### src/verilog/rtw_pkg.sv
package rtw_pkg;
   // register indices; byte address is four times the index
   localparam logic [9:0] REG_CTRL_IDX = 10'h108;   // timer_control_register
   localparam logic [9:0] REG_MODE_IDX = 10'h109;   // timer_mode_register
   localparam logic [9:0] REG_IOC_IDX = 10'h10a;    // timer_io_control
   localparam logic [9:0] REG_PRESC_IDX = 10'h10c;  // prescaler_count
   localparam logic [9:0] REG_SEC_IDX = 10'h10d;    // secondary_count
   localparam logic [9:0] REG_PRIM_IDX = 10'h10e;   // primary_count
   localparam int ADDR_W = 12;
   localparam int IDX_LSB = 2;

   // control register fields
   localparam int CTRL_RUN_BIT = 0;    // count_run
   localparam int CTRL_FSTOP_BIT = 2;  // forced_stop, reads zero
   // mode register fields
   localparam int MODE_SEL_LSB = 0;
   localparam int MODE_SEL_W = 2;
   localparam int MODE_RUNNING_WRITE_TARGET_BIT = 3;   // running_write_target
   localparam int MODE_SRC_LSB = 4;
   localparam int MODE_SRC_W = 2;
   localparam logic [7:0] MODE_WMASK = 8'h3b;
   // io control fields
   localparam int IOC_OPL_BIT = 0;     // output_level_select
   localparam int IOC_OSS_BIT = 1;     // output_source_select
   localparam logic [7:0] IOC_WMASK = 8'h0f;  // b7..b4 unassigned

   // reset values
   localparam logic [7:0] RST_COUNT = 8'hff;
   localparam logic [7:0] RST_ZERO = 8'h00;
   localparam logic [7:0] FSTOP_PRIM = 8'hff;
   localparam logic [7:0] CNT_ZERO = 8'h00;
   localparam logic [7:0] CNT_ONE = 8'h01;

   // count source divider
   localparam logic [2:0] DIV_F8_LAST = 3'h7;

   typedef enum logic [1:0] {
      MODE_TIMER = 2'b00,
      MODE_WAVE = 2'b01,
      MODE_ONESHOT = 2'b10,
      MODE_WAIT = 2'b11
   } rtw_mode_t;

   typedef enum logic [1:0] {
      SRC_F1 = 2'b00,
      SRC_F8 = 2'b01,
      SRC_COMPANION = 2'b10,
      SRC_F2 = 2'b11
   } rtw_src_t;

   typedef enum logic {
      PH_PRIMARY = 1'b0,
      PH_SECONDARY = 1'b1
   } rtw_phase_t;
endpackage : rtw_pkg

### src/verilog/rtw_timer.sv
module rtw_timer
   import rtw_pkg::*;
(
   // clock and reset
   input wire logic clk_sys_in,
   input wire logic sys_rst_in,
   // apb slave
   input wire logic psel_in,
   input wire logic penable_in,
   input wire logic pwrite_in,
   input wire logic [ADDR_W-1:0] paddr_in,
   input wire logic [31:0] pwdata_in,
   output logic [31:0] prdata_out,
   output logic pready_out,
   output logic pslverr_out,
   // neighbouring logic, same clock
   input wire logic companion_uflow_in,
   input wire logic shared_port_latch_in,
   // outputs
   output logic waveform_output_pin_out,
   output logic timer_irq_out
);

   // whole block state
   typedef struct packed {
      logic run;              // count_run
      logic [7:0] mode;       // timer_mode_register
      logic [3:0] ioc;        // timer_io_control low nibble
      logic [7:0] presc_rl;   // prescaler reload
      logic [7:0] presc_cnt;  // prescaler counter
      logic [7:0] prim_rl;    // primary reload
      logic [7:0] sec_rl;     // secondary reload
      logic [7:0] tmr_cnt;    // timer counter
      logic pend_presc;       // counter load waiting for tick
      logic pend_tmr;         // counter load waiting for prescaler underflow
      rtw_phase_t phase;      // primary or secondary period
      logic src_lat;          // latched output source select
      logic wave;             // generated waveform level
      logic pin;              // pin register
      logic irq;              // interrupt request pulse
      logic [2:0] div;        // count source divider
      logic [31:0] rdata;     // read data captured in setup
   } rtw_state_t;

   rtw_state_t q_ff;
   rtw_state_t nxt_q;

   // bus decode
   logic [9:0] idx;          // register index
   logic mapped;             // address hits a register
   logic setup;              // setup cycle
   logic wr_ev;              // write takes effect
   logic wr_ctrl;
   logic wr_mode;
   logic wr_ioc;
   logic wr_presc;
   logic wr_sec;
   logic wr_prim;
   logic start_ev;           // count start
   logic fstop_ev;           // forced stop
   logic stop_ev;            // count_run written zero
   rtw_mode_t mode_sel;
   rtw_src_t src_sel;
   logic tick;               // count source tick
   logic presc_uf;           // prescaler underflow pulse
   logic tmr_uf;             // timer underflow pulse
   logic wave_mode;

   assign idx = paddr_in[ADDR_W-1:IDX_LSB];
   assign mapped = (idx == REG_CTRL_IDX) || (idx == REG_MODE_IDX) || (idx == REG_IOC_IDX)
                   || (idx == REG_PRESC_IDX) || (idx == REG_SEC_IDX) || (idx == REG_PRIM_IDX);
   assign setup = psel_in && !penable_in;
   assign wr_ev = psel_in && penable_in && pwrite_in && mapped;
   assign wr_ctrl = wr_ev && (idx == REG_CTRL_IDX);
   assign wr_mode = wr_ev && (idx == REG_MODE_IDX);
   assign wr_ioc = wr_ev && (idx == REG_IOC_IDX);
   assign wr_presc = wr_ev && (idx == REG_PRESC_IDX);
   assign wr_sec = wr_ev && (idx == REG_SEC_IDX);
   assign wr_prim = wr_ev && (idx == REG_PRIM_IDX);
   assign fstop_ev = wr_ctrl && pwdata_in[CTRL_FSTOP_BIT];
   assign start_ev = wr_ctrl && pwdata_in[CTRL_RUN_BIT] && !q_ff.run && !fstop_ev;
   assign stop_ev = wr_ctrl && !pwdata_in[CTRL_RUN_BIT];
   assign mode_sel = rtw_mode_t'(q_ff.mode[MODE_SEL_LSB +: MODE_SEL_W]);
   assign src_sel = rtw_src_t'(q_ff.mode[MODE_SRC_LSB +: MODE_SRC_W]);
   assign wave_mode = (mode_sel == MODE_WAVE);

   // zero wait state slave; unmapped addresses answer with an error
   assign pready_out = 1'b1;
   assign pslverr_out = psel_in && penable_in && !mapped;
   assign prdata_out = q_ff.rdata;
   assign waveform_output_pin_out = q_ff.pin;
   assign timer_irq_out = q_ff.irq;

   // count source select, divider runs freely so f2/f8 phase is not tied to start
   always_comb begin
      unique case (src_sel)
         SRC_F1: tick = q_ff.run;
         SRC_F2: tick = q_ff.run && q_ff.div[0];
         SRC_F8: tick = q_ff.run && (q_ff.div == DIV_F8_LAST);
         SRC_COMPANION: tick = q_ff.run && companion_uflow_in;
      endcase
   end

   // underflow is a decrement out of zero
   assign presc_uf = tick && (q_ff.presc_cnt == CNT_ZERO) && !q_ff.pend_presc;
   assign tmr_uf = presc_uf && (q_ff.tmr_cnt == CNT_ZERO) && !q_ff.pend_tmr;

   // next state
   always_comb begin
      nxt_q = q_ff;
      nxt_q.irq = 1'b0;
      nxt_q.div = q_ff.div + 3'h1;

      // prescaler, reload copied only on a tick
      if (tick) begin
         if (q_ff.pend_presc || presc_uf) begin
            nxt_q.presc_cnt = q_ff.presc_rl;
            nxt_q.pend_presc = 1'b0;
         end else begin
            nxt_q.presc_cnt = q_ff.presc_cnt - CNT_ONE;
         end
      end

      // timer, reload copied only on prescaler underflow
      if (presc_uf) begin
         if (q_ff.pend_tmr) begin
            nxt_q.tmr_cnt = q_ff.prim_rl;
            nxt_q.pend_tmr = 1'b0;
         end else if (tmr_uf) begin
            if (wave_mode && (q_ff.phase == PH_PRIMARY)) begin
               // primary ended: count secondary next
               nxt_q.tmr_cnt = q_ff.sec_rl;
               nxt_q.phase = PH_SECONDARY;
               nxt_q.wave = q_ff.ioc[IOC_OPL_BIT];
            end else begin
               // secondary ended, or any mode other than waveform
               nxt_q.tmr_cnt = q_ff.prim_rl;
               nxt_q.phase = PH_PRIMARY;
               nxt_q.wave = !q_ff.ioc[IOC_OPL_BIT];
               nxt_q.irq = 1'b1;
               nxt_q.src_lat = q_ff.ioc[IOC_OSS_BIT];
            end
         end else begin
            nxt_q.tmr_cnt = q_ff.tmr_cnt - CNT_ONE;
         end
      end

      // register writes
      if (wr_mode) begin
         nxt_q.mode = pwdata_in[7:0] & MODE_WMASK;
      end
      if (wr_ioc) begin
         // software keeps these zero in timer mode; hardware stores as written
         nxt_q.ioc = pwdata_in[3:0];
      end
      if (wr_presc) begin
         nxt_q.presc_rl = pwdata_in[7:0];
         if (!q_ff.run) begin
            nxt_q.presc_cnt = pwdata_in[7:0];
         end else if (!wave_mode && !q_ff.mode[MODE_RUNNING_WRITE_TARGET_BIT]) begin
            // counter follows at the next tick, not now
            nxt_q.pend_presc = 1'b1;
         end
      end
      if (wr_sec) begin
         nxt_q.sec_rl = pwdata_in[7:0];
      end
      if (wr_prim) begin
         nxt_q.prim_rl = pwdata_in[7:0];
         if (!q_ff.run) begin
            nxt_q.tmr_cnt = pwdata_in[7:0];
         end else if (!wave_mode && !q_ff.mode[MODE_RUNNING_WRITE_TARGET_BIT]) begin
            nxt_q.pend_tmr = 1'b1;
         end
      end

      // start, stop and forced stop
      if (start_ev) begin
         nxt_q.run = 1'b1;
         nxt_q.phase = PH_PRIMARY;
         nxt_q.tmr_cnt = q_ff.prim_rl;
         nxt_q.presc_cnt = q_ff.presc_rl;
         nxt_q.pend_presc = 1'b0;
         nxt_q.pend_tmr = 1'b0;
         nxt_q.wave = !q_ff.ioc[IOC_OPL_BIT];
         nxt_q.src_lat = q_ff.ioc[IOC_OSS_BIT];
      end else if (stop_ev || fstop_ev) begin
         nxt_q.run = 1'b0;
         nxt_q.phase = PH_PRIMARY;
         nxt_q.pend_presc = 1'b0;
         nxt_q.pend_tmr = 1'b0;
      end
      if (fstop_ev) begin
         nxt_q.prim_rl = FSTOP_PRIM;
         nxt_q.tmr_cnt = FSTOP_PRIM;
      end
      if (!nxt_q.run) begin
         // stopped level equals the secondary level
         nxt_q.wave = nxt_q.ioc[IOC_OPL_BIT];
      end

      // pin: waveform only in waveform mode with the latched source select clear, else the port latch
      if (wave_mode && !nxt_q.src_lat) begin
         nxt_q.pin = nxt_q.wave;
      end else begin
         nxt_q.pin = shared_port_latch_in;
      end

      // read data captured in setup so prdata comes from a flop
      if (setup) begin
         nxt_q.rdata = '0;
         unique case (idx)
            REG_CTRL_IDX: nxt_q.rdata[CTRL_RUN_BIT] = q_ff.run;
            REG_MODE_IDX: nxt_q.rdata[7:0] = q_ff.mode;
            REG_IOC_IDX: nxt_q.rdata[3:0] = q_ff.ioc;
            REG_PRESC_IDX: nxt_q.rdata[7:0] = q_ff.presc_cnt;
            REG_SEC_IDX: nxt_q.rdata[7:0] = q_ff.sec_rl;
            REG_PRIM_IDX: nxt_q.rdata[7:0] = q_ff.tmr_cnt;
            default: nxt_q.rdata = '0;
         endcase
      end
   end

   // state register
   always_ff @(posedge clk_sys_in) begin
      if (sys_rst_in) begin
         q_ff <= '{run: 1'b0, mode: RST_ZERO, ioc: 4'h0, presc_rl: RST_COUNT,
                   presc_cnt: RST_COUNT, prim_rl: RST_COUNT, sec_rl: RST_COUNT,
                   tmr_cnt: RST_COUNT, pend_presc: 1'b0, pend_tmr: 1'b0,
                   phase: PH_PRIMARY, src_lat: 1'b0, wave: 1'b0, pin: 1'b0,
                   irq: 1'b0, div: 3'h0, rdata: 32'h0};
      end else begin
         q_ff <= nxt_q;
      end
   end
endmodule : rtw_timer

### config.mk
export PLATFORM = sky130hd
export DESIGN_NAME = rtw_timer
export DESIGN_NICKNAME = d
export VERILOG_FILES = /design/src/verilog/rtw_pkg.sv /design/src/verilog/rtw_timer.sv
export SDC_FILE = /design/constraint.sdc
export NUM_CORES = 1
export LEC_CHECK = 0
export BUFFER_PORTS_ARGS = -buffer_cell sky130_fd_sc_hd__clkbuf_2
export CORE_ASPECT_RATIO = 0.7
export CORE_MARGIN = 5
export CORE_UTILIZATION = 45
export DETAILED_ROUTE_END_ITERATION = 7
export PLACE_DENSITY = 0.68
export SYNTH_ARGS = -nofsm -noshare
export SYNTH_HDL_FRONTEND = slang
export SYNTH_SLANG_ARGS = --single-unit
### constraint.sdc
create_clock -name clk_sys_in -period 4.25 [get_ports clk_sys_in]
set_input_delay 0.425 -clock clk_sys_in [delete_from_list [all_inputs] [get_ports clk_sys_in]]
set_output_delay 0.425 -clock clk_sys_in [all_outputs]
set_load 0.005 [all_outputs]
# == Yosys cells after proc, flatten, opt, wreduce, memory -nomap -nowiden ==
# Index checks and enable logic that the tools add are counted.
# word_totals
ff_bits,68
latchBits,0
ram_bits,0
mem_bits_ro,0
input_bits,51
out_inout_bits,36
word_cells,124
mem_count,0
# op_classes
add_sub_neg,3
n_mul,0
div,0
magnitude_cmp,0
n_eq_ne,11
n_shift,0
n_mux,37
bitwise,4
n_reduce_logical,51
# op_table
cell,n
two-way mux 8 bit,12
== test 10 x 9 -> 1 bit (second input constant),6
logical AND 1 bit,26
two-way mux 1 bit,17
zero test 8 bit,2
case mux 4 bit (4 select lines),1
subtractor 8 x 1 -> 8 bit (second input constant),2
case mux 3 bit (5 select lines),1
zero test 1 bit,11
logical OR 1 bit,7
two-way mux 3 bit,2
case mux 1 bit (6 select lines),1
== test 2 x 1 -> 1 bit (second input constant),2
== test 2 bit (second input constant),2
two-way mux 4 bit,1
NOT 1 bit,4
case mux 1 bit (4 select lines),1
OR reduction 4 bit,1
adder 3 x 1 -> 3 bit (second input constant),1
== test 3 bit (second input constant),1
AND reduction 3 bit,1
OR reduction 3 bit,1
zero test 2 bit,1
two-way mux 2 bit,1
OR reduction 2 bit,1

# == Longest topological paths before layout ==
# logic_depth
ltp_word,15
depth_mapped,9
depth_no_buf,8

# == Least setup slack after synthesis ==
# No wires, ideal clock.
# synth_timing
path_kind,register -> register
startpoint,register q_ff[32] in the netlist's numbering
endpoint,register q_ff[69] in the netlist's numbering
setup_time_ns,0.122
arrival_ns,2.190
required_time_ns,4.128
path_slack_ns,1.939
stages_incl_launch_ff,8
path_buffers,0
synth_period_minus_slack_ns,2.311
cell_sequence,dfxtp_1 ha_1 ha_1 and2_0 o31ai_2 o21ai_1 a211o_1 a221o_1
# synth_between
elab_chain_cells,11
word_cells_on_any_way,12
cone_classes,1 x eq/ne; 6 x mux; 5 x reduce/logical
# synth_lines
item,line,text
start: declaration,rtw_timer.sv:45,rtw_state_t q_ff;
start signal: assignment,rtw_timer.sv:227,"q_ff <= '{run: 1'b0, mode: RST_ZERO, ioc: 4'h0, presc_rl: RST_COUNT,"
start signal: assignment,rtw_timer.sv:233,q_ff <= nxt_q;
== test 3 bit,rtw_timer.sv:99,SRC_F8: tick = q_ff.run && (q_ff.div == DIV_F8_LAST);
logical AND 1 bit,rtw_timer.sv:99,
case mux 1 bit (4 select lines) (*),rtw_timer.sv:96,unique case (src_sel)
logical AND 1 bit (2 in series),rtw_timer.sv:105,assign presc_uf = tick && (q_ff.presc_cnt == CNT_ZERO) && !q_ff.pend_presc;
logical OR 1 bit,rtw_timer.sv:116,if (q_ff.pend_presc || presc_uf) begin
two-way mux 8 bit,rtw_timer.sv:116,
two-way mux 8 bit (*),rtw_timer.sv:115,if (tick) begin
two-way mux 8 bit,rtw_timer.sv:158,if (!q_ff.run) begin
two-way mux 8 bit (*),rtw_timer.sv:156,if (wr_presc) begin
two-way mux 8 bit (*),rtw_timer.sv:178,if (start_ev) begin
# Every way passes the cells marked *; elsewhere a longest branch is shown, timed or not.
# A chain may end at the register's enable or synchronous reset.

# == Final worst setup path ==
# layout_timing
startpoint,register q_ff[66] in the netlist's numbering
endpoint,register q_ff[69] in the netlist's numbering
# layout_between
elab_chain_cells,9
word_cells_on_any_way,10
cone_classes,1 x add/sub; 5 x mux; 4 x reduce/logical
# layout_lines
item,line
branches (longest 4 deep; another with subtractor 8 x 1 -> 8 bit),n/a
two-way mux 8 bit (*),rtw_timer.sv:116
two-way mux 8 bit (*),rtw_timer.sv:115
two-way mux 8 bit,rtw_timer.sv:158
two-way mux 8 bit (*),rtw_timer.sv:156
two-way mux 8 bit (*),rtw_timer.sv:178
# Every way passes the cells marked *.

==> flow_summary.toml <==
[synth]
synth_top_family_by_area = "simple AND/OR/NAND/NOR gates"
yosys.area_share.adder_pct = 2.39
muxShareOfSynthArea_pct = 4.66
synth_compound_area_share_pct = 21.7
synthCells = 516
synthFlopType = "dfxtp_1"
ys_seq_area_share_pct = 32.5
yosysUniqueCellTypes = 71
synth_xor_area_share_pct = 1.46
yosysTopAreaCell = "dfxtp_1"
syn_area_sq_mm = 0.00419
synth_area_leaders = "dfxtp_1, buf_4, nand2_1"
async_flop_share_pct = 0
yosys.area.top_type_share_pct = 32.5
avgSynthCellArea_sq_um = 8.12
synth_edf_count = 0
ys_ff_latch = 68
yosys.area_share.simple_pct = 26.9
ys.warnings.count = 0

[sta]
relSlewSlack_pct = 26.5
skew_ns = 0.00625
max_freq_mhz = 369
min_period_over_period_pct = 63.7
drv_slew = 0
worst_pin_slew_ns = 1.10
hold_violations = 0
finalSetupTns_ns = 0
rsz0062_at_grt = "no"
min_period_ns = 2.71
hold_ws_ns = 0.415
setup_viol = 0

[critical_path]
r2r_end = "q_ff[69]$_SDFF_PP1_"
cp-end-kind = "register"
r2r_cells = 8
cp.depth = 8
r2r_slack_ns = 1.54
crit_chain = "inv_1 -> ha_1 -> nor3b_1 -> nand2_1 -> o21ai_1 -> a21oi_1 -> a211o_1 -> a221o_1"
startpoint_type = "register"
cp_slowest_cell = "o21ai_1"
regToRegStartpoint = "q_ff[66]$_SDFF_PP1_"
worst_ep_required_time_ns = 4.47
path_class = "register to register"
critPathMaxFanout = 9
max_stage_delay_ns = 0.59
worstPathArrival_ns = 2.93
crit_buf_inv = 1
cpLargestDelayFamily = "compound AO/OA/AOI/OAI gates"

[layout]
final_util_pct = 50.2
drive_gt1_share_pct = 13.6
n_antenna_cell = 0
layout.nets = 587
final_cell_mix = "dfxtp_1, nand2_1, nor2_1, clkbuf_2, conb_1"
final_common_cell = "dfxtp_1"
syn_to_final_growth_pct = 8.78

[hold_path]
hp-class = "input pin to register"
hold_start = "pwdata_in[7]"
min_delay_worst_endpoint = "q_ff[57]$_SDFFE_PP1P_"
hold_depth = 2

[cts]
cts_tree = "done"
htree_levels = 3
root_buffer = "clkbuf_16"
insertion_delay_ns = 0.33
numCtsBuffers = 9
ctsHoldBuffers = 0
post_cts_buffers = 0
clkTransAtPathRegs_ns = 0.05
clock-sinks = 68
cts_buffer_depth = 2
cts-resized-gates = 0

[grt]
grt_pass1_vias = 3687
grt_overflow_total = 0
grt_first_pass_wirelength_um = 19800
antenna_found_initial = 0
grtUsageTotal_pct = 21.7
grt_max_degree = 54

[floorplanning]
die_w_um = 125
start_util_pct = 46.2
die_h_um = 90.7
core_area_sq_mm = 0.00907
rows = 29
die_area_sq_mm = 0.0114
num_io_pins = 87

[routing]
wl_per_cell_um = 18.8
drc_errors = 0
drt_pass1_iterations = 5
wl_um = 12300
drt_iter0_markers = 379
ant_nets = 0
viasPerCell = 6.02
dr_total_vias = 3942

[flow_run]
cap_violations = 0

[outcome]
status = "completed"

[placement]
io_buffers = 35
gp_congestion = 0.933
dp_hpwl_um = 8830

[power_and_ir_drop]
peakVddDrop_uv = 284
p_per_area_mw_per_mm2 = 312
leakage_uw = 0.00181
-- final cells by class --
cell class | count | area [sq um]
sequential | 68 | 1360
timing repair buffer | 42 | 228
fill | 905 | 4510
multi-input combinational | 395 | 2490
inverter | 12 | 45.0
clock buffer | 12 | 267
tap | 124 | 155
clock inverter | 2 | 10.0
-- cell usage after synthesis, types with 10 or more instances --
| master | number |
|---|---|
| dfxtp_1 | 68 |
| nand2_1 | 59 |
| nor2_1 | 57 |
| buf_4 | 33 |
| clkbuf_1 | 25 |
| a21oi_1 | 22 |
| mux2i_1 | 18 |
| nor2b_1 | 16 |
| nand3_1 | 13 |
| a211o_1 | 12 |
| inv_1 | 12 |
| o21ai_0 | 12 |
| a211oi_1 | 10 |
| nand3b_1 | 10 |
| nor3_1 | 10 |
-- where the power goes --
part           switching, uW  internal, uW  leakage (uW)
sequential              3.83           645      0.000551
combinational           52.4          26.5       0.00112
clock                    261           433      0.000140
total                    318          1110       0.00181
-- registers in the layout (all words and copies together) (netlist names) --
signal / flops
q_ff: 56
prdata_out: 8
mode_sel: 2
timer_irq_out: 1
waveform_output_pin_out: 1
-- per-layer routing --
layer / global-route usage [%] / share of wire (%) / routed length [um] / vias up
met5: 0 / 0 / 0 / -
met1: 32.3 / 48 / 5970 / 1881
met3: 6.21 / 9.7 / 1200 / 15
met4: 7.31 / 1.7 / 211 / 0
met2: 29.6 / 40 / 4950 / 197
li1: - / - / - / 1849
-- how the worst max path moves through the flow --
stage	slack, ns	from	endpoint
floorplan	1.94	q_ff[32]$_SDFF_PP0_	q_ff[69]$_SDFF_PP1_
global placement	1.46	penable_in	waveform_output_pin_out$_SDFF_PP0_
detailed placement	1.42	psel_in	waveform_output_pin_out$_SDFF_PP0_
CTS	1.57	q_ff[66]$_SDFF_PP1_	q_ff[69]$_SDFF_PP1_
global route	1.31	q_ff[66]$_SDFF_PP1_	q_ff[69]$_SDFF_PP1_
finish	1.54	q_ff[66]$_SDFF_PP1_	q_ff[69]$_SDFF_PP1_
-- logic make-up (layout without fill, tap and decap cells) --
group,Yosys count,after routing
and+or+nand+nor,213,213
other,2,25
muxes,19,19
xor gates and xnor gates,7,7
DFF,68,68
AOI/OAI and AO/OA,123,123
adders and majority gates,8,8
buffers and inverters,76,68
-- per-stage QoR --
step                instances  instance area (sq um)  total power, uW  setup slack, ns
finish                    655                   4560             1420             1.54
global route              655                   4560             1480             1.31
CTS                       655                   4560             1440             1.57
detailed placement        641                   4280              739             1.42
global placement          641                   4280              738             1.46
floorplan                 539                   4280              726             1.94
(Power assumes the default switching activity.)
